===== config.mk =====
export PLATFORM = sky130hd
export DESIGN_NAME = sclk_ctrl
export DESIGN_NICKNAME = d
export VERILOG_FILES = /design/src/common/sclk_pkg.sv /design/src/logic/sclk_ctrl.sv /design/src/logic/sclk_fail_det.sv /design/src/logic/sclk_glitch_mux.sv
export SDC_FILE = /design/constraint.sdc
export NUM_CORES = 1
export LEC_CHECK = 0
export BUFFER_PORTS_ARGS = -buffer_cell sky130_fd_sc_hd__buf_2
export CAP_MARGIN = 20
export CORE_MARGIN = 2
export CORE_UTILIZATION = 45
export DETAILED_ROUTE_END_ITERATION = 8
export PLACE_DENSITY_LB_ADDON = 0.1
export SETUP_SLACK_MARGIN = 0.5
export SYNTH_ARGS = -nofsm -noshare
export SYNTH_HDL_FRONTEND = slang
export SYNTH_SLANG_ARGS = --single-unit

===== constraint.sdc =====
create_clock -name sys_clk -period 2.4 [get_ports sys_clk]
set_clock_uncertainty 0.1 [all_clocks]
set_input_delay 0.12 -clock sys_clk [delete_from_list [all_inputs] [get_ports sys_clk]]
set_output_delay 0.12 -clock sys_clk [all_outputs]
set_load 0.005 [all_outputs]

===== src/common/sclk_pkg.sv =====
// Shared constants for the system clock select and crystal fail detect block
package sclk_pkg;

  // Register offsets (byte addresses)
  localparam int ADDR_W = 8;
  localparam logic [ADDR_W-1:0] OFF_CLK_SEL0 = 8'h00;
  localparam logic [ADDR_W-1:0] OFF_DET_CTL = 8'h04;
  localparam logic [ADDR_W-1:0] OFF_DET_STS = 8'h08;
  localparam logic [ADDR_W-1:0] OFF_TICK_CSR = 8'h0C;
  localparam logic [ADDR_W-1:0] OFF_OSC_CTL = 8'h10;
  localparam logic [ADDR_W-1:0] OFF_OSC_STS = 8'h14;

  // clock_select_reg_0 fields
  localparam int SYS_SEL_LSB = 0;
  localparam int TICK_SEL_LSB = 3;
  localparam int SEL_W = 3;
  // clock_detect_control_reg fields
  localparam int FAST_DET_EN_BIT = 4;
  localparam int FAST_IRQ_EN_BIT = 5;
  localparam int SLOW_DET_EN_BIT = 12;
  localparam int SLOW_IRQ_EN_BIT = 13;
  // clock_detect_status_reg fields
  localparam int FAST_FAIL_BIT = 0;
  localparam int SLOW_FAIL_BIT = 1;
  // tick_timer_ctrl_status field
  localparam int TICK_CPU_BIT = 2;
  // Oscillator control / status fields
  localparam int FAST_XTAL_EN_BIT = 0;
  localparam int SLOW_XTAL_EN_BIT = 1;
  localparam int FAST_RC_EN_BIT = 2;
  localparam int SLOW_RC_EN_BIT = 3;
  localparam int PLL_EN_BIT = 4;
  localparam int PLL_SRC_RC_BIT = 8;
  localparam int FAST_STABLE_BIT = 0;
  localparam int SLOW_STABLE_BIT = 1;
  localparam int CUR_SRC_LSB = 4;

  // Reset values
  localparam logic [31:0] RST_CLK_SEL0 = 32'h0000_003F;
  localparam logic [31:0] RST_DET_CTL = 32'h0000_0000;
  localparam logic [31:0] RST_TICK_CSR = 32'h0000_0004;
  localparam logic [31:0] RST_OSC_CTL = 32'h0000_0004;

  // System clock source codes
  localparam logic [2:0] SYS_FAST_XTAL = 3'h0;
  localparam logic [2:0] SYS_SLOW_XTAL = 3'h1;
  localparam logic [2:0] SYS_PLL = 3'h2;
  localparam logic [2:0] SYS_SLOW_RC = 3'h3;
  localparam logic [2:0] SYS_USB_RC = 3'h5;
  localparam logic [2:0] SYS_FAST_RC = 3'h7;
  // Tick reference source codes
  localparam logic [2:0] TICK_FAST_XTAL = 3'h0;
  localparam logic [2:0] TICK_SLOW_XTAL = 3'h1;
  localparam logic [2:0] TICK_FAST_XTAL_DIV2 = 3'h2;
  localparam logic [2:0] TICK_SYS_DIV2 = 3'h3;
  localparam logic [2:0] TICK_FAST_RC_DIV2 = 3'h7;

  // Timing
  localparam int CLK_MHZ = 100;
  localparam int FAIL_TIMEOUT_NS = 1000;
  localparam int FAIL_TIMEOUT_CYC = (FAIL_TIMEOUT_NS * CLK_MHZ + 999) / 1000;
  localparam int STABLE_EDGES = 16;

  typedef enum logic [1:0] {
    SW_RUN,
    SW_DRAIN,
    SW_ARM
  } sclk_sw_state_t;

endpackage


===== src/logic/sclk_ctrl.sv =====
// System clock and tick reference selection with crystal fail detection
//
// Behaviour
// - System clock from six sources, 3-bit select
// - Two fail detectors, own enables and interrupts
// - Fast detector enabled turns fast RC on
// - Slow detector enabled turns slow RC on
// - Fast crystal stop switches system to fast RC
// - Fast crystal stop sets fail flag bit 0
// - Fast fail interrupt only when enable bit 5 set, slow fail interrupt only when bit 13 set
// - Stable indication set only once crystal oscillates
// - Tick clock from CPU or external reference
// - External tick reference among five sources
// - Tick reference select in bits 5:3
//
// Added by the designer: strobed register access and the placing of the registers.
module sclk_ctrl #(
  parameter int TIMEOUT_CYC = sclk_pkg::FAIL_TIMEOUT_CYC,
  parameter int STABLE_EDGES = sclk_pkg::STABLE_EDGES
) (
  // Clock and reset
  input wire logic sys_clk,
  input wire logic reset,
  // Register port
  input wire logic [sclk_pkg::ADDR_W-1:0] reg_addr,
  input wire logic [31:0] reg_wdata,
  input wire logic reg_wr,
  input wire logic reg_rd,
  output logic [31:0] reg_rdata,
  // Oscillator levels, sampled on sys_clk
  input wire logic fast_crystal_osc,
  input wire logic slow_crystal_osc,
  input wire logic fast_internal_rc,
  input wire logic slow_internal_rc,
  input wire logic usb_internal_rc,
  input wire logic pll_clk,
  // Oscillator enables
  output logic fast_crystal_en,
  output logic slow_crystal_en,
  output logic fast_rc_en,
  output logic slow_rc_en,
  output logic pll_en,
  output logic pll_src_rc,
  // Clock results
  output logic sys_clk_out,
  output logic tick_clk_out,
  // Interrupt
  output logic clk_fail_irq
);

  initial begin
    if (TIMEOUT_CYC < 2 || STABLE_EDGES < 1) begin
      $error("sclk_ctrl: bad timing parameters");
    end
  end

  localparam int SEL_W = sclk_pkg::SEL_W;

  // Registers
  logic [SEL_W-1:0] sys_clk_src_sel_ff;
  logic [SEL_W-1:0] tick_ref_src_sel_ff;
  logic fast_det_en_ff;
  logic slow_det_en_ff;
  logic fast_xtal_fail_irq_en_ff;
  logic slow_fail_irq_en_ff;
  logic fast_xtal_fail_flag_ff;
  logic slow_fail_flag_ff;
  logic tick_from_cpu_ff;
  logic fast_xtal_en_ff;
  logic slow_xtal_en_ff;
  logic fast_rc_sw_en_ff;
  logic slow_rc_sw_en_ff;
  logic pll_en_ff;
  logic pll_src_rc_ff;
  logic [31:0] rdata_ff;
  logic irq_ff;
  logic fast_rc_out_ff;
  logic slow_rc_out_ff;
  logic tick_out_ff;
  logic fast_div2_ff;
  logic sys_div2_ff;
  logic rc_div2_ff;
  logic fast_prev_ff;
  logic sys_prev_ff;
  logic rc_prev_ff;

  // Internal wires
  logic fast_stable;
  logic slow_stable;
  logic fast_fail;
  logic slow_fail;
  logic auto_switch;
  logic [SEL_W-1:0] sys_cur;
  logic [7:0] sys_levels;
  logic mux_out;
  logic wr_sel0;
  logic wr_ctl;
  logic rd_sts;
  logic tick_ref_level;
  logic [31:0] nxt_rdata;

  // Register address match, shared by all write and read paths
  function automatic logic hit(input logic [sclk_pkg::ADDR_W-1:0] a,
                               input logic [sclk_pkg::ADDR_W-1:0] off);
    hit = (a == off);
  endfunction

  // Codes outside the six documented sources are treated as the fast RC
  function automatic logic [SEL_W-1:0] legal_sys(input logic [SEL_W-1:0] code);
    case (code)
      sclk_pkg::SYS_FAST_XTAL,
      sclk_pkg::SYS_SLOW_XTAL,
      sclk_pkg::SYS_PLL,
      sclk_pkg::SYS_SLOW_RC,
      sclk_pkg::SYS_USB_RC: legal_sys = code;
      default: legal_sys = sclk_pkg::SYS_FAST_RC;
    endcase
  endfunction

  assign wr_sel0 = reg_wr && hit(reg_addr, sclk_pkg::OFF_CLK_SEL0);
  assign wr_ctl = reg_wr && hit(reg_addr, sclk_pkg::OFF_DET_CTL);
  assign rd_sts = reg_rd && hit(reg_addr, sclk_pkg::OFF_DET_STS);

  // Crystal driving the system clock, directly or through the PLL
  assign auto_switch = fast_fail && fast_det_en_ff &&
    ((sys_cur == sclk_pkg::SYS_FAST_XTAL) ||
     ((sys_cur == sclk_pkg::SYS_PLL) && !pll_src_rc_ff));

  // Fail detectors
  sclk_fail_det #(
    .TIMEOUT_CYC(TIMEOUT_CYC),
    .STABLE_EDGES(STABLE_EDGES)
  ) u_fast_det (
    .sys_clk(sys_clk),
    .reset(reset),
    .osc_level(fast_crystal_osc),
    .osc_en(fast_xtal_en_ff),
    .det_en(fast_det_en_ff),
    .stable(fast_stable),
    .fail_pulse(fast_fail)
  );

  sclk_fail_det #(
    .TIMEOUT_CYC(TIMEOUT_CYC),
    .STABLE_EDGES(STABLE_EDGES)
  ) u_slow_det (
    .sys_clk(sys_clk),
    .reset(reset),
    .osc_level(slow_crystal_osc),
    .osc_en(slow_xtal_en_ff),
    .det_en(slow_det_en_ff),
    .stable(slow_stable),
    .fail_pulse(slow_fail)
  );

  // Six sources on their select codes; unused codes carry the fast RC
  always_comb begin
    sys_levels = {8{fast_internal_rc}};
    sys_levels[sclk_pkg::SYS_FAST_XTAL] = fast_crystal_osc;
    sys_levels[sclk_pkg::SYS_SLOW_XTAL] = slow_crystal_osc;
    sys_levels[sclk_pkg::SYS_PLL] = pll_clk;
    sys_levels[sclk_pkg::SYS_SLOW_RC] = slow_internal_rc;
    sys_levels[sclk_pkg::SYS_USB_RC] = usb_internal_rc;
  end

  sclk_glitch_mux #(
    .NSRC(8)
  ) u_sys_mux (
    .sys_clk(sys_clk),
    .reset(reset),
    .src_level(sys_levels),
    .sel(sys_clk_src_sel_ff),
    .force_now(auto_switch),
    .clk_out(mux_out),
    .cur_sel(sys_cur)
  );

  assign sys_clk_out = mux_out;

  // clock_select_reg_0; hardware fallback overrides a same-cycle write
  always_ff @(posedge sys_clk) begin
    if (reset) begin
      sys_clk_src_sel_ff <= sclk_pkg::RST_CLK_SEL0[sclk_pkg::SYS_SEL_LSB +: SEL_W];
      tick_ref_src_sel_ff <= sclk_pkg::RST_CLK_SEL0[sclk_pkg::TICK_SEL_LSB +: SEL_W];
    end else begin
      if (wr_sel0) begin
        sys_clk_src_sel_ff <= legal_sys(reg_wdata[sclk_pkg::SYS_SEL_LSB +: SEL_W]);
        tick_ref_src_sel_ff <= reg_wdata[sclk_pkg::TICK_SEL_LSB +: SEL_W];
      end
      if (auto_switch) begin
        sys_clk_src_sel_ff <= sclk_pkg::SYS_FAST_RC;
      end
    end
  end

  // clock_detect_control_reg
  always_ff @(posedge sys_clk) begin
    if (reset) begin
      fast_det_en_ff <= sclk_pkg::RST_DET_CTL[sclk_pkg::FAST_DET_EN_BIT];
      fast_xtal_fail_irq_en_ff <= sclk_pkg::RST_DET_CTL[sclk_pkg::FAST_IRQ_EN_BIT];
      slow_det_en_ff <= sclk_pkg::RST_DET_CTL[sclk_pkg::SLOW_DET_EN_BIT];
      slow_fail_irq_en_ff <= sclk_pkg::RST_DET_CTL[sclk_pkg::SLOW_IRQ_EN_BIT];
    end else if (wr_ctl) begin
      fast_det_en_ff <= reg_wdata[sclk_pkg::FAST_DET_EN_BIT];
      fast_xtal_fail_irq_en_ff <= reg_wdata[sclk_pkg::FAST_IRQ_EN_BIT];
      slow_det_en_ff <= reg_wdata[sclk_pkg::SLOW_DET_EN_BIT];
      slow_fail_irq_en_ff <= reg_wdata[sclk_pkg::SLOW_IRQ_EN_BIT];
    end
  end

  // Sticky fail flags, cleared by reading; a new failure beats the clear
  always_ff @(posedge sys_clk) begin
    if (reset) begin
      fast_xtal_fail_flag_ff <= 1'b0;
      slow_fail_flag_ff <= 1'b0;
    end else begin
      if (fast_fail) begin
        fast_xtal_fail_flag_ff <= 1'b1;
      end else if (rd_sts) begin
        fast_xtal_fail_flag_ff <= 1'b0;
      end
      if (slow_fail) begin
        slow_fail_flag_ff <= 1'b1;
      end else if (rd_sts) begin
        slow_fail_flag_ff <= 1'b0;
      end
    end
  end

  // Level interrupt while an enabled flag stands
  always_ff @(posedge sys_clk) begin
    if (reset) begin
      irq_ff <= 1'b0;
    end else begin
      irq_ff <= (fast_xtal_fail_flag_ff && fast_xtal_fail_irq_en_ff) ||
                (slow_fail_flag_ff && slow_fail_irq_en_ff);
    end
  end

  assign clk_fail_irq = irq_ff;

  // tick_timer_ctrl_status source bit and oscillator controls
  always_ff @(posedge sys_clk) begin
    if (reset) begin
      tick_from_cpu_ff <= sclk_pkg::RST_TICK_CSR[sclk_pkg::TICK_CPU_BIT];
    end else if (reg_wr && hit(reg_addr, sclk_pkg::OFF_TICK_CSR)) begin
      tick_from_cpu_ff <= reg_wdata[sclk_pkg::TICK_CPU_BIT];
    end
  end

  // Crystal may be dropped and re-enabled to retry it
  always_ff @(posedge sys_clk) begin
    if (reset) begin
      fast_xtal_en_ff <= sclk_pkg::RST_OSC_CTL[sclk_pkg::FAST_XTAL_EN_BIT];
      slow_xtal_en_ff <= sclk_pkg::RST_OSC_CTL[sclk_pkg::SLOW_XTAL_EN_BIT];
      fast_rc_sw_en_ff <= sclk_pkg::RST_OSC_CTL[sclk_pkg::FAST_RC_EN_BIT];
      slow_rc_sw_en_ff <= sclk_pkg::RST_OSC_CTL[sclk_pkg::SLOW_RC_EN_BIT];
      pll_en_ff <= sclk_pkg::RST_OSC_CTL[sclk_pkg::PLL_EN_BIT];
      pll_src_rc_ff <= sclk_pkg::RST_OSC_CTL[sclk_pkg::PLL_SRC_RC_BIT];
    end else if (reg_wr && hit(reg_addr, sclk_pkg::OFF_OSC_CTL)) begin
      fast_xtal_en_ff <= reg_wdata[sclk_pkg::FAST_XTAL_EN_BIT];
      slow_xtal_en_ff <= reg_wdata[sclk_pkg::SLOW_XTAL_EN_BIT];
      fast_rc_sw_en_ff <= reg_wdata[sclk_pkg::FAST_RC_EN_BIT];
      slow_rc_sw_en_ff <= reg_wdata[sclk_pkg::SLOW_RC_EN_BIT];
      pll_en_ff <= reg_wdata[sclk_pkg::PLL_EN_BIT];
      pll_src_rc_ff <= reg_wdata[sclk_pkg::PLL_SRC_RC_BIT];
    end
  end

  assign fast_crystal_en = fast_xtal_en_ff;
  assign slow_crystal_en = slow_xtal_en_ff;
  assign pll_en = pll_en_ff;
  assign pll_src_rc = pll_src_rc_ff;

  // RC oscillators forced on by their detector, so the fallback is always ready
  always_ff @(posedge sys_clk) begin
    if (reset) begin
      fast_rc_out_ff <= 1'b1;
      slow_rc_out_ff <= 1'b0;
    end else begin
      fast_rc_out_ff <= fast_rc_sw_en_ff || fast_det_en_ff;
      slow_rc_out_ff <= slow_rc_sw_en_ff || slow_det_en_ff;
    end
  end

  assign fast_rc_en = fast_rc_out_ff;
  assign slow_rc_en = slow_rc_out_ff;

  // Divide-by-two references toggle on rising edges of their source
  always_ff @(posedge sys_clk) begin
    if (reset) begin
      fast_prev_ff <= 1'b0;
      sys_prev_ff <= 1'b0;
      rc_prev_ff <= 1'b0;
      fast_div2_ff <= 1'b0;
      sys_div2_ff <= 1'b0;
      rc_div2_ff <= 1'b0;
    end else begin
      fast_prev_ff <= fast_crystal_osc;
      sys_prev_ff <= mux_out;
      rc_prev_ff <= fast_internal_rc;
      fast_div2_ff <= fast_div2_ff ^ (fast_crystal_osc && !fast_prev_ff);
      sys_div2_ff <= sys_div2_ff ^ (mux_out && !sys_prev_ff);
      rc_div2_ff <= rc_div2_ff ^ (fast_internal_rc && !rc_prev_ff);
    end
  end

  // Five external tick references; other codes give a quiet low reference
  always_comb begin
    case (tick_ref_src_sel_ff)
      sclk_pkg::TICK_FAST_XTAL: tick_ref_level = fast_crystal_osc;
      sclk_pkg::TICK_SLOW_XTAL: tick_ref_level = slow_crystal_osc;
      sclk_pkg::TICK_FAST_XTAL_DIV2: tick_ref_level = fast_div2_ff;
      sclk_pkg::TICK_SYS_DIV2: tick_ref_level = sys_div2_ff;
      sclk_pkg::TICK_FAST_RC_DIV2: tick_ref_level = rc_div2_ff;
      default: tick_ref_level = 1'b0;
    endcase
  end

  // Tick clock from CPU clock or the chosen external reference
  always_ff @(posedge sys_clk) begin
    if (reset) begin
      tick_out_ff <= 1'b0;
    end else begin
      tick_out_ff <= tick_from_cpu_ff ? mux_out : tick_ref_level;
    end
  end

  assign tick_clk_out = tick_out_ff;

  // Read data; stable bits tell software when the crystal may be reselected
  always_comb begin
    nxt_rdata = 32'h0000_0000;
    if (hit(reg_addr, sclk_pkg::OFF_CLK_SEL0)) begin
      nxt_rdata[sclk_pkg::SYS_SEL_LSB +: SEL_W] = sys_clk_src_sel_ff;
      nxt_rdata[sclk_pkg::TICK_SEL_LSB +: SEL_W] = tick_ref_src_sel_ff;
    end else if (hit(reg_addr, sclk_pkg::OFF_DET_CTL)) begin
      nxt_rdata[sclk_pkg::FAST_DET_EN_BIT] = fast_det_en_ff;
      nxt_rdata[sclk_pkg::FAST_IRQ_EN_BIT] = fast_xtal_fail_irq_en_ff;
      nxt_rdata[sclk_pkg::SLOW_DET_EN_BIT] = slow_det_en_ff;
      nxt_rdata[sclk_pkg::SLOW_IRQ_EN_BIT] = slow_fail_irq_en_ff;
    end else if (hit(reg_addr, sclk_pkg::OFF_DET_STS)) begin
      nxt_rdata[sclk_pkg::FAST_FAIL_BIT] = fast_xtal_fail_flag_ff;
      nxt_rdata[sclk_pkg::SLOW_FAIL_BIT] = slow_fail_flag_ff;
    end else if (hit(reg_addr, sclk_pkg::OFF_TICK_CSR)) begin
      nxt_rdata[sclk_pkg::TICK_CPU_BIT] = tick_from_cpu_ff;
    end else if (hit(reg_addr, sclk_pkg::OFF_OSC_CTL)) begin
      nxt_rdata[sclk_pkg::FAST_XTAL_EN_BIT] = fast_xtal_en_ff;
      nxt_rdata[sclk_pkg::SLOW_XTAL_EN_BIT] = slow_xtal_en_ff;
      nxt_rdata[sclk_pkg::FAST_RC_EN_BIT] = fast_rc_sw_en_ff;
      nxt_rdata[sclk_pkg::SLOW_RC_EN_BIT] = slow_rc_sw_en_ff;
      nxt_rdata[sclk_pkg::PLL_EN_BIT] = pll_en_ff;
      nxt_rdata[sclk_pkg::PLL_SRC_RC_BIT] = pll_src_rc_ff;
    end else if (hit(reg_addr, sclk_pkg::OFF_OSC_STS)) begin
      nxt_rdata[sclk_pkg::FAST_STABLE_BIT] = fast_stable;
      nxt_rdata[sclk_pkg::SLOW_STABLE_BIT] = slow_stable;
      nxt_rdata[sclk_pkg::CUR_SRC_LSB +: SEL_W] = sys_cur;
    end
  end

  // Read data valid only in the cycle after the strobe
  always_ff @(posedge sys_clk) begin
    if (reset) begin
      rdata_ff <= 32'h0000_0000;
    end else if (reg_rd) begin
      rdata_ff <= nxt_rdata;
    end else begin
      rdata_ff <= 32'h0000_0000;
    end
  end

  assign reg_rdata = rdata_ff;

endmodule


===== src/logic/sclk_fail_det.sv =====
// Oscillator activity watcher: stable indication and stop detection
module sclk_fail_det #(
  parameter int TIMEOUT_CYC = sclk_pkg::FAIL_TIMEOUT_CYC,
  parameter int STABLE_EDGES = sclk_pkg::STABLE_EDGES
) (
  // Clock and reset
  input wire logic sys_clk,
  input wire logic reset,
  // Oscillator side
  input wire logic osc_level,
  input wire logic osc_en,
  input wire logic det_en,
  // Results
  output logic stable,
  output logic fail_pulse
);

  initial begin
    if (TIMEOUT_CYC < 2 || STABLE_EDGES < 1) begin
      $error("sclk_fail_det: bad parameters");
    end
  end

  localparam int CW = $clog2(TIMEOUT_CYC + 1);
  localparam int EW = $clog2(STABLE_EDGES + 1);

  logic prev_ff;
  logic [CW-1:0] idle_ff;
  logic [EW-1:0] edges_ff;
  logic stable_ff;
  logic fail_ff;
  logic rise;

  assign rise = osc_level && !prev_ff;
  assign stable = stable_ff;
  assign fail_pulse = fail_ff;

  always_ff @(posedge sys_clk) begin
    if (reset) begin
      prev_ff <= 1'b0;
    end else begin
      prev_ff <= osc_level;
    end
  end

  // Idle counter restarts on every rising edge of the oscillator
  always_ff @(posedge sys_clk) begin
    if (reset || rise || !osc_en) begin
      idle_ff <= '0;
    end else if (idle_ff != CW'(TIMEOUT_CYC)) begin
      idle_ff <= idle_ff + 1'b1;
    end
  end

  // Stable only after enough edges since the oscillator was enabled
  always_ff @(posedge sys_clk) begin
    if (reset || !osc_en) begin
      edges_ff <= '0;
      stable_ff <= 1'b0;
    end else if (idle_ff == CW'(TIMEOUT_CYC)) begin
      edges_ff <= '0;
      stable_ff <= 1'b0;
    end else if (rise && !stable_ff) begin
      edges_ff <= edges_ff + 1'b1;
      stable_ff <= (edges_ff == EW'(STABLE_EDGES - 1));
    end
  end

  // One pulse when a running, detected oscillator goes quiet; disabling it is no failure
  always_ff @(posedge sys_clk) begin
    if (reset) begin
      fail_ff <= 1'b0;
    end else begin
      fail_ff <= det_en && osc_en && stable_ff && (idle_ff == CW'(TIMEOUT_CYC - 1));
    end
  end

endmodule


===== src/logic/sclk_glitch_mux.sv =====
// Glitch-free switch between sampled source clock levels
module sclk_glitch_mux #(
  parameter int NSRC = 8
) (
  // Clock and reset
  input wire logic sys_clk,
  input wire logic reset,
  // Sources and selection
  input wire logic [NSRC-1:0] src_level,
  input wire logic [$clog2(NSRC)-1:0] sel,
  input wire logic force_now,
  // Result
  output logic clk_out,
  output logic [$clog2(NSRC)-1:0] cur_sel
);

  initial begin
    if (NSRC < 2) begin
      $error("sclk_glitch_mux: NSRC too small");
    end
  end

  localparam int SW = $clog2(NSRC);

  sclk_pkg::sclk_sw_state_t state_ff;
  logic [SW-1:0] cur_ff;
  logic out_ff;
  logic force_ff;

  assign clk_out = out_ff;
  assign cur_sel = cur_ff;

  // Fallback request is one cycle wide and may come before the mux drains
  always_ff @(posedge sys_clk) begin
    if (reset || state_ff == sclk_pkg::SW_DRAIN) begin
      force_ff <= 1'b0;
    end else if (force_now) begin
      force_ff <= 1'b1;
    end
  end

  // Old source is left while low or on a forced change, new one joins only while low
  always_ff @(posedge sys_clk) begin
    if (reset) begin
      state_ff <= sclk_pkg::SW_ARM;
      cur_ff <= SW'(NSRC - 1);
      out_ff <= 1'b0;
    end else begin
      case (state_ff)
        sclk_pkg::SW_RUN: begin
          out_ff <= src_level[cur_ff];
          if (sel != cur_ff) begin
            state_ff <= sclk_pkg::SW_DRAIN;
          end
        end
        sclk_pkg::SW_DRAIN: begin
          // A stopped source may hang high, so a forced change just parks low
          if (!src_level[cur_ff] || force_now || force_ff) begin
            out_ff <= 1'b0;
            cur_ff <= sel;
            state_ff <= sclk_pkg::SW_ARM;
          end else begin
            out_ff <= src_level[cur_ff];
          end
        end
        sclk_pkg::SW_ARM: begin
          out_ff <= 1'b0;
          if (!src_level[cur_ff]) begin
            state_ff <= sclk_pkg::SW_RUN;
          end
        end
        default: begin
          state_ff <= sclk_pkg::SW_ARM;
          out_ff <= 1'b0;
        end
      endcase
    end
  end

endmodule


== Yosys cells after proc, flatten, opt, wreduce, memory -nomap -nowiden ==
Cells that the tools add are included.

* $lt $le $gt $ge: 1
* Equal/unequal tests: 28
* Reduce and logical (&&, ||, !) cells: 62
* Bitwise gates (word level): 7
* Mux-type cells: 28
* $add $sub $neg: 4

{| class="wikitable"
|+ Operator list
! kind !! number
|-
| $eq 7x7->1 const B || 4
|-
| $logic_and 1x1->1 || 22
|-
| $mux 2 || 10
|-
| $eq 8x4->1 const B || 2
|-
| $eq 8x5->1 const B || 2
|-
| $eq 3x2->1 const B || 5
|-
| $add 7x1->7 const B || 2
|-
| $ne 7x7->1 const B || 2
|-
| $logic_or 1x1->1 || 13
|-
| $add 5x1->5 const B || 2
|-
| $eq 5x4->1 const B || 2
|-
| $logic_not 1->1 || 10
|-
| $logic_not 3->1 || 3
|-
| $eq 8x3->1 const B || 1
|-
| $logic_not 8->1 || 1
|-
| $mux 1 || 8
|-
| $mux 4 || 2
|-
| $reduce_or 2->1 || 4
|-
| $reduce_or 8->1 || 1
|-
| $reduce_or 7->1 || 1
|-
| $eq 3x1->1 const B || 2
|-
| $eq 3x3->1 const B || 2
|-
| $mux 3 || 2
|-
| $mux 6 || 1
|-
| other kinds (19) || 26
|}

* Flip-flop bits (word level): 97
* Input port bits: 50
* Output and inout bits: 41
* Logic and storage cells: 173

== Logic depth before layout (Yosys ltp) ==
* Word-level depth: 8
* Gate-level depth with buffers: 6
* Depth with buffers taken out: 5

== Hierarchy ==
Synthesis repeated with hierarchy kept, for this count alone.

* Cell total of the unflattened synthesis: 396
* Area total of the unflattened synthesis: 3,626.0 sq um

{| class="wikitable"
|+ By module, submodules not included
! module !! instances !! sequential area each (sq um) !! area an instance (sq um) !! cells an instance
|-
| sclk_ctrl || 1 || 780.7 || 1,885.6 || 209
|-
| sclk_fail_det || 2 || 300.3 || 686.9 || 77
|-
| sclk_glitch_mux || 1 || 140.1 || 366.6 || 33
|}

== Worst setup path before layout ==
Ideal clock, no wire load.

* Path kind: register -> register
* From: register u_sys_mux.cur_ff[0] (netlist: u_sys_mux.cur_sel[0])
* To: register u_sys_mux.cur_ff[0] (netlist: u_sys_mux.cur_sel[0])
* Path buffers: 1
* Setup slack: 0.722 ns
* Arrival: 1.456 ns
* Cell stages (with the launch flop): 6
* Data required time: 2.178 ns
* Cells stage by stage: dfxtp_1 > buf_6 > nor2b_1 > o211a_1 > or3_4 > a221o_1

* Word-level cells in the longest chain between the ends: 7
* Elaborated cells between the ends (all ways): 11
* Classes of those cells: eq/ne (1); mux (2); reduce/logical (8)

{| class="wikitable"
|+ Ends and longest elaborated chain
! what !! RTL line !! RTL
|-
| start: declaration || sclk_glitch_mux.sv:26 || <nowiki>logic [SW-1:0] cur_ff;</nowiki>
|-
| start signal: assignment || sclk_glitch_mux.sv:46 || <nowiki>cur_ff <= SW'(NSRC - 1);</nowiki>
|-
| start signal: assignment || sclk_glitch_mux.sv:60 || <nowiki>cur_ff <= sel;</nowiki>
|-
| branches (longest 4 deep; another with $bmux 1 s3) || n/a ||
|-
| $logic_or 1x1->1 (*) (2 in series) || sclk_glitch_mux.sv:58 || <nowiki>if (!src_level[cur_ff] || force_now || force_ff) begin</nowiki>
|-
| $reduce_and 2->1 (no line) (*) || n/a ||
|}

Mark *: on every way between the ends. The select of a mux whose other input is x is not followed.
A chain may end at the register's enable or synchronous reset.

== Worst setup path after layout ==
* From: register u_sys_mux.cur_ff[0] (netlist: u_sys_mux.cur_sel[0])
* To: register u_sys_mux.cur_ff[1] (netlist: u_sys_mux.cur_sel[1])

The elaborated chain is that of the path after synthesis.

==> metrics.csv <==
stage;metric;value;unit
critical_path;critical path peak fanout;8;
global_route;pin count of the biggest net entering global routing;22;
logic_synthesis;post-synthesis sequential area ratio;43.9;%
place;HPWL after detailed placement;5.20;mm
detailed_routing;drt pass-1 iters;4;
worst_hold_path;hold crit path type;input port to register;
critical_path;max incr delay on CP;470;ps
worst_hold_path;worst hold start;reg_wr;
detailed_routing;wire length on met3;334;um
detailed_routing;Post-DRT Antenna Nets;0;
detailed_routing;vias;2678;
detailed_routing;vias per inst;5.11;
critical_path;worst-path cell with the longest stage delay;dfxtp_2;
clock_network;setup bufs post-CTS;0;
critical_path;flop2flop setup slack;590;ps
logic_synthesis;Mapped Area;3420;um2
place;number of I/O port buffers;45;
clock_network;CTS H-Tree Depth;3;
worst_hold_path;Hold EP;slow_rc_sw_en_ff;
critical_path;Largest delay share family, worst path;compound AO/OA/AOI/OAI gates;
sta;fin. max-slew vios;0;
layout;Ant. Diodes;0;
detailed_routing;Total Wirelength;7.17;mm
sta;setup violators final;0;
detailed_routing;met1 WL;3.32;mm
clock_network;CTS Root Cell;clkbuf_8;
clock_network;total CTS buffers;9;
layout;Non-Filler Instances;524;
place;placed insts;495;
clock_network;CTS tree;done;
die;die area;8310;um2
global_route;initial antenna violation count;0;
layout;final net count;478;
critical_path;Reg2Reg Depth;4;
detailed_routing;routed wire length per instance;13.7;um
logic_synthesis;ys flop type;dfxtp_1;
logic_synthesis;syn avg cell area;9.45;um2
clock_network;Max Buffers Root-to-Sink;2;
status;status;finished, final reports clean;
sta;actual slew at the worst max-slew pin;622;ps
layout;Layout area overhead;16.4;%
critical_path;Worst EP arrival;1950;ps
die;Initial Util;46.9;%
detailed_routing;DRC Markers;0;
detailed_routing;DRT iter0 DRCs;91;
logic_synthesis;FFs w/ async S/R, synth;0;%
global_route;Total GRT Usage;18.2;%
die;I/O pin cnt;91;
die;FP Rows;31;
place;RePlAce Congestion;0.836;
critical_path;worst reg2reg endpoint;u_sys_mux.cur_sel[1];
sta;final hold violations;0;
sta;final worst-path cycle share;75.4;%
critical_path;worst-path cell chain;mux2i_1, a22o_1, or3_4, a221o_1;
logic_synthesis;number of enable flip-flop cells after synthesis;0;
critical_path;reg-to-reg startpoint;u_sys_mux.cur_sel[0];
die;Die X;91.2;um
sta;RSZ-0062 raised after global routing;false;
critical_path;Crit Path Category;register to register;
logic_synthesis;Synth Warn #;0;
critical_path;crit start category;register;
logic_synthesis;Yosys top cell by area;dfxtp_1;
die;chip height;91.2;um
die;Core Box Area;7290;um2
worst_hold_path;Hold Crit Depth;3;
sta;Fin Hold WS;35.6;ps
logic_synthesis;#FFs+latches synth;75;
detailed_routing;Routed met2 length;3.30;mm
global_route;first-pass GRT wire length;12.2;mm
layout;commonest non-fill, non-tap cell in the layout;dfxtp_1;
clock_network;Worst-path clk slew;80;ps
layout;most frequent cells in the layout;dfxtp_1, nor2_1, buf_2;
logic_synthesis;Synth top area share;43.9;%
critical_path;Worst Setup End Kind;register;
power_and_ir_drop;peak supply drop;0.000333;V
power_and_ir_drop;Cell Pwr Density;643;nW/um2
layout;post-layout util;54.6;%
global_route;vias in the first global route;2524;
sta;setup TNS;0;ps
sta;Slew HR;58.2;%
layout;share of layout cells above drive strength 1;17.9;%
global_route;grt ovf;0;
logic_synthesis;synth top area cells;dfxtp_1, mux2i_1, nor2_1;
sta;Min Clock Period, post-route;1810;ps
clock_network;clock latency on the worst-skew pair;340;ps
detailed_routing;DR top layer;met4;
clock_network;clock sink count;75;
critical_path;WP data required;2540;ps
sta;Max Clock Freq;0.552;GHz
power_and_ir_drop;leakage;1.68;nW
critical_path;Bufs and invs on worst path;0;
logic_synthesis;Mapped Cells;362;
logic_synthesis;unique cell type count in the Yosys netlist;54;
flow_run;max_cap viols;0;
## per-stage QoR
step	area (um2)	setup slack, ps	total power, mW
2_1_floorplan	3500	722	1.39
4_1_cts	3980	575	2.59
6_report	3980	590	2.56
3_3_place_gp	3610	458	1.41
5_1_grt	3980	501	2.68
3_5_place_dp	3610	405	1.41
## state kept, by name, summed over array words and instances, names as in the netlist, 2 cells and up
signal and count:
tick_ref_src_sel_ff 3, sys_clk_src_sel_ff 3, u_sys_mux.cur_sel 3, u_fast_det.idle_ff 7, reg_rdata 10, u_sys_mux.state_ff 2
u_fast_det.edges_ff 5, u_slow_det.idle_ff 7, u_slow_det.edges_ff 5
## logic make-up after synthesis
family / share of synthesized area [%]
xor gates and xnor gates: 5.63
buffers and inverters: 8.56
AOI/OAI and AO/OA: 9.88
other: 0.110
adders and majority gates: 2.93
DFF: 43.9
and+or+nand+nor: 23.1
muxes: 5.93
## where the power goes
part / switching [mW] / internal (mW)
Sequential: 0.00614 / 1.25
Clock: 0.450 / 0.716
Combinational: 0.0754 / 0.0602
Total: 0.532 / 2.03
## layout make-up
cell class / count / area [um2]
multi-input combinational: 263 / 1700
sequential: 75 / 1500
clock inverter: 5 / 100
timing repair buffer: 59 / 363
inverter: 12 / 45.0
fill: 691 / 3310
tap: 99 / 124
clock buffer: 11 / 141
## synthesized netlist by cell type (3+ instances only)
master	n
a21oi_1	19
a221o_1	4
a22oi_1	3
and3_1	7
and4_1	3
buf_4	22
clkbuf_1	4
dfxtp_1	75
ha_1	8
inv_1	12
mux2i_1	18
nand2_1	18
nand2b_1	6
nand3_1	13
nand4_1	7
nor2_1	45
nor2b_1	9
nor3_1	12
nor3b_1	3
o21ai_0	5
or3_1	3
xnor2_1	9
xor2_1	13
## how the worst max path moves through the flow
stage,slack (ps),start,cells past startpoint,to
global route,500,u_sys_mux.cur_sel[0],4,u_sys_mux.cur_sel[0]
global placement,460,u_sys_mux.cur_sel[0],4,u_sys_mux.cur_sel[2]
floorplan,720,u_sys_mux.cur_sel[0],5,u_sys_mux.cur_sel[0]
finish,590,u_sys_mux.cur_sel[0],4,u_sys_mux.cur_sel[1]
CTS,580,u_sys_mux.cur_sel[0],4,u_sys_mux.cur_sel[1]
detailed placement,400,u_sys_mux.cur_sel[0],4,u_sys_mux.cur_sel[1]
## worst min-delay path, stage by stage
cell     delay, ps
buf_2          160
nand3_1        100
a21oi_1         50
## what timing repair did
action                                  4_1_cts  5_1_grt
endpoints found under the hold margin        20        0
endpoints found under the setup margin        4        0
resized for setup                             2        0
hold buffers                                 13        0
## metal layers
| metal | up-vias | GRT usage, % |
|---|---|---|
| met5 | - | 0 |
| met4 | 0 | 8.71 |
| met3 | 17 | 3.57 |
| met2 | 70 | 29.7 |
| met1 | 1249 | 23.2 |
| li1 | 1342 | - |
Power figures use the tool's default switching activity.
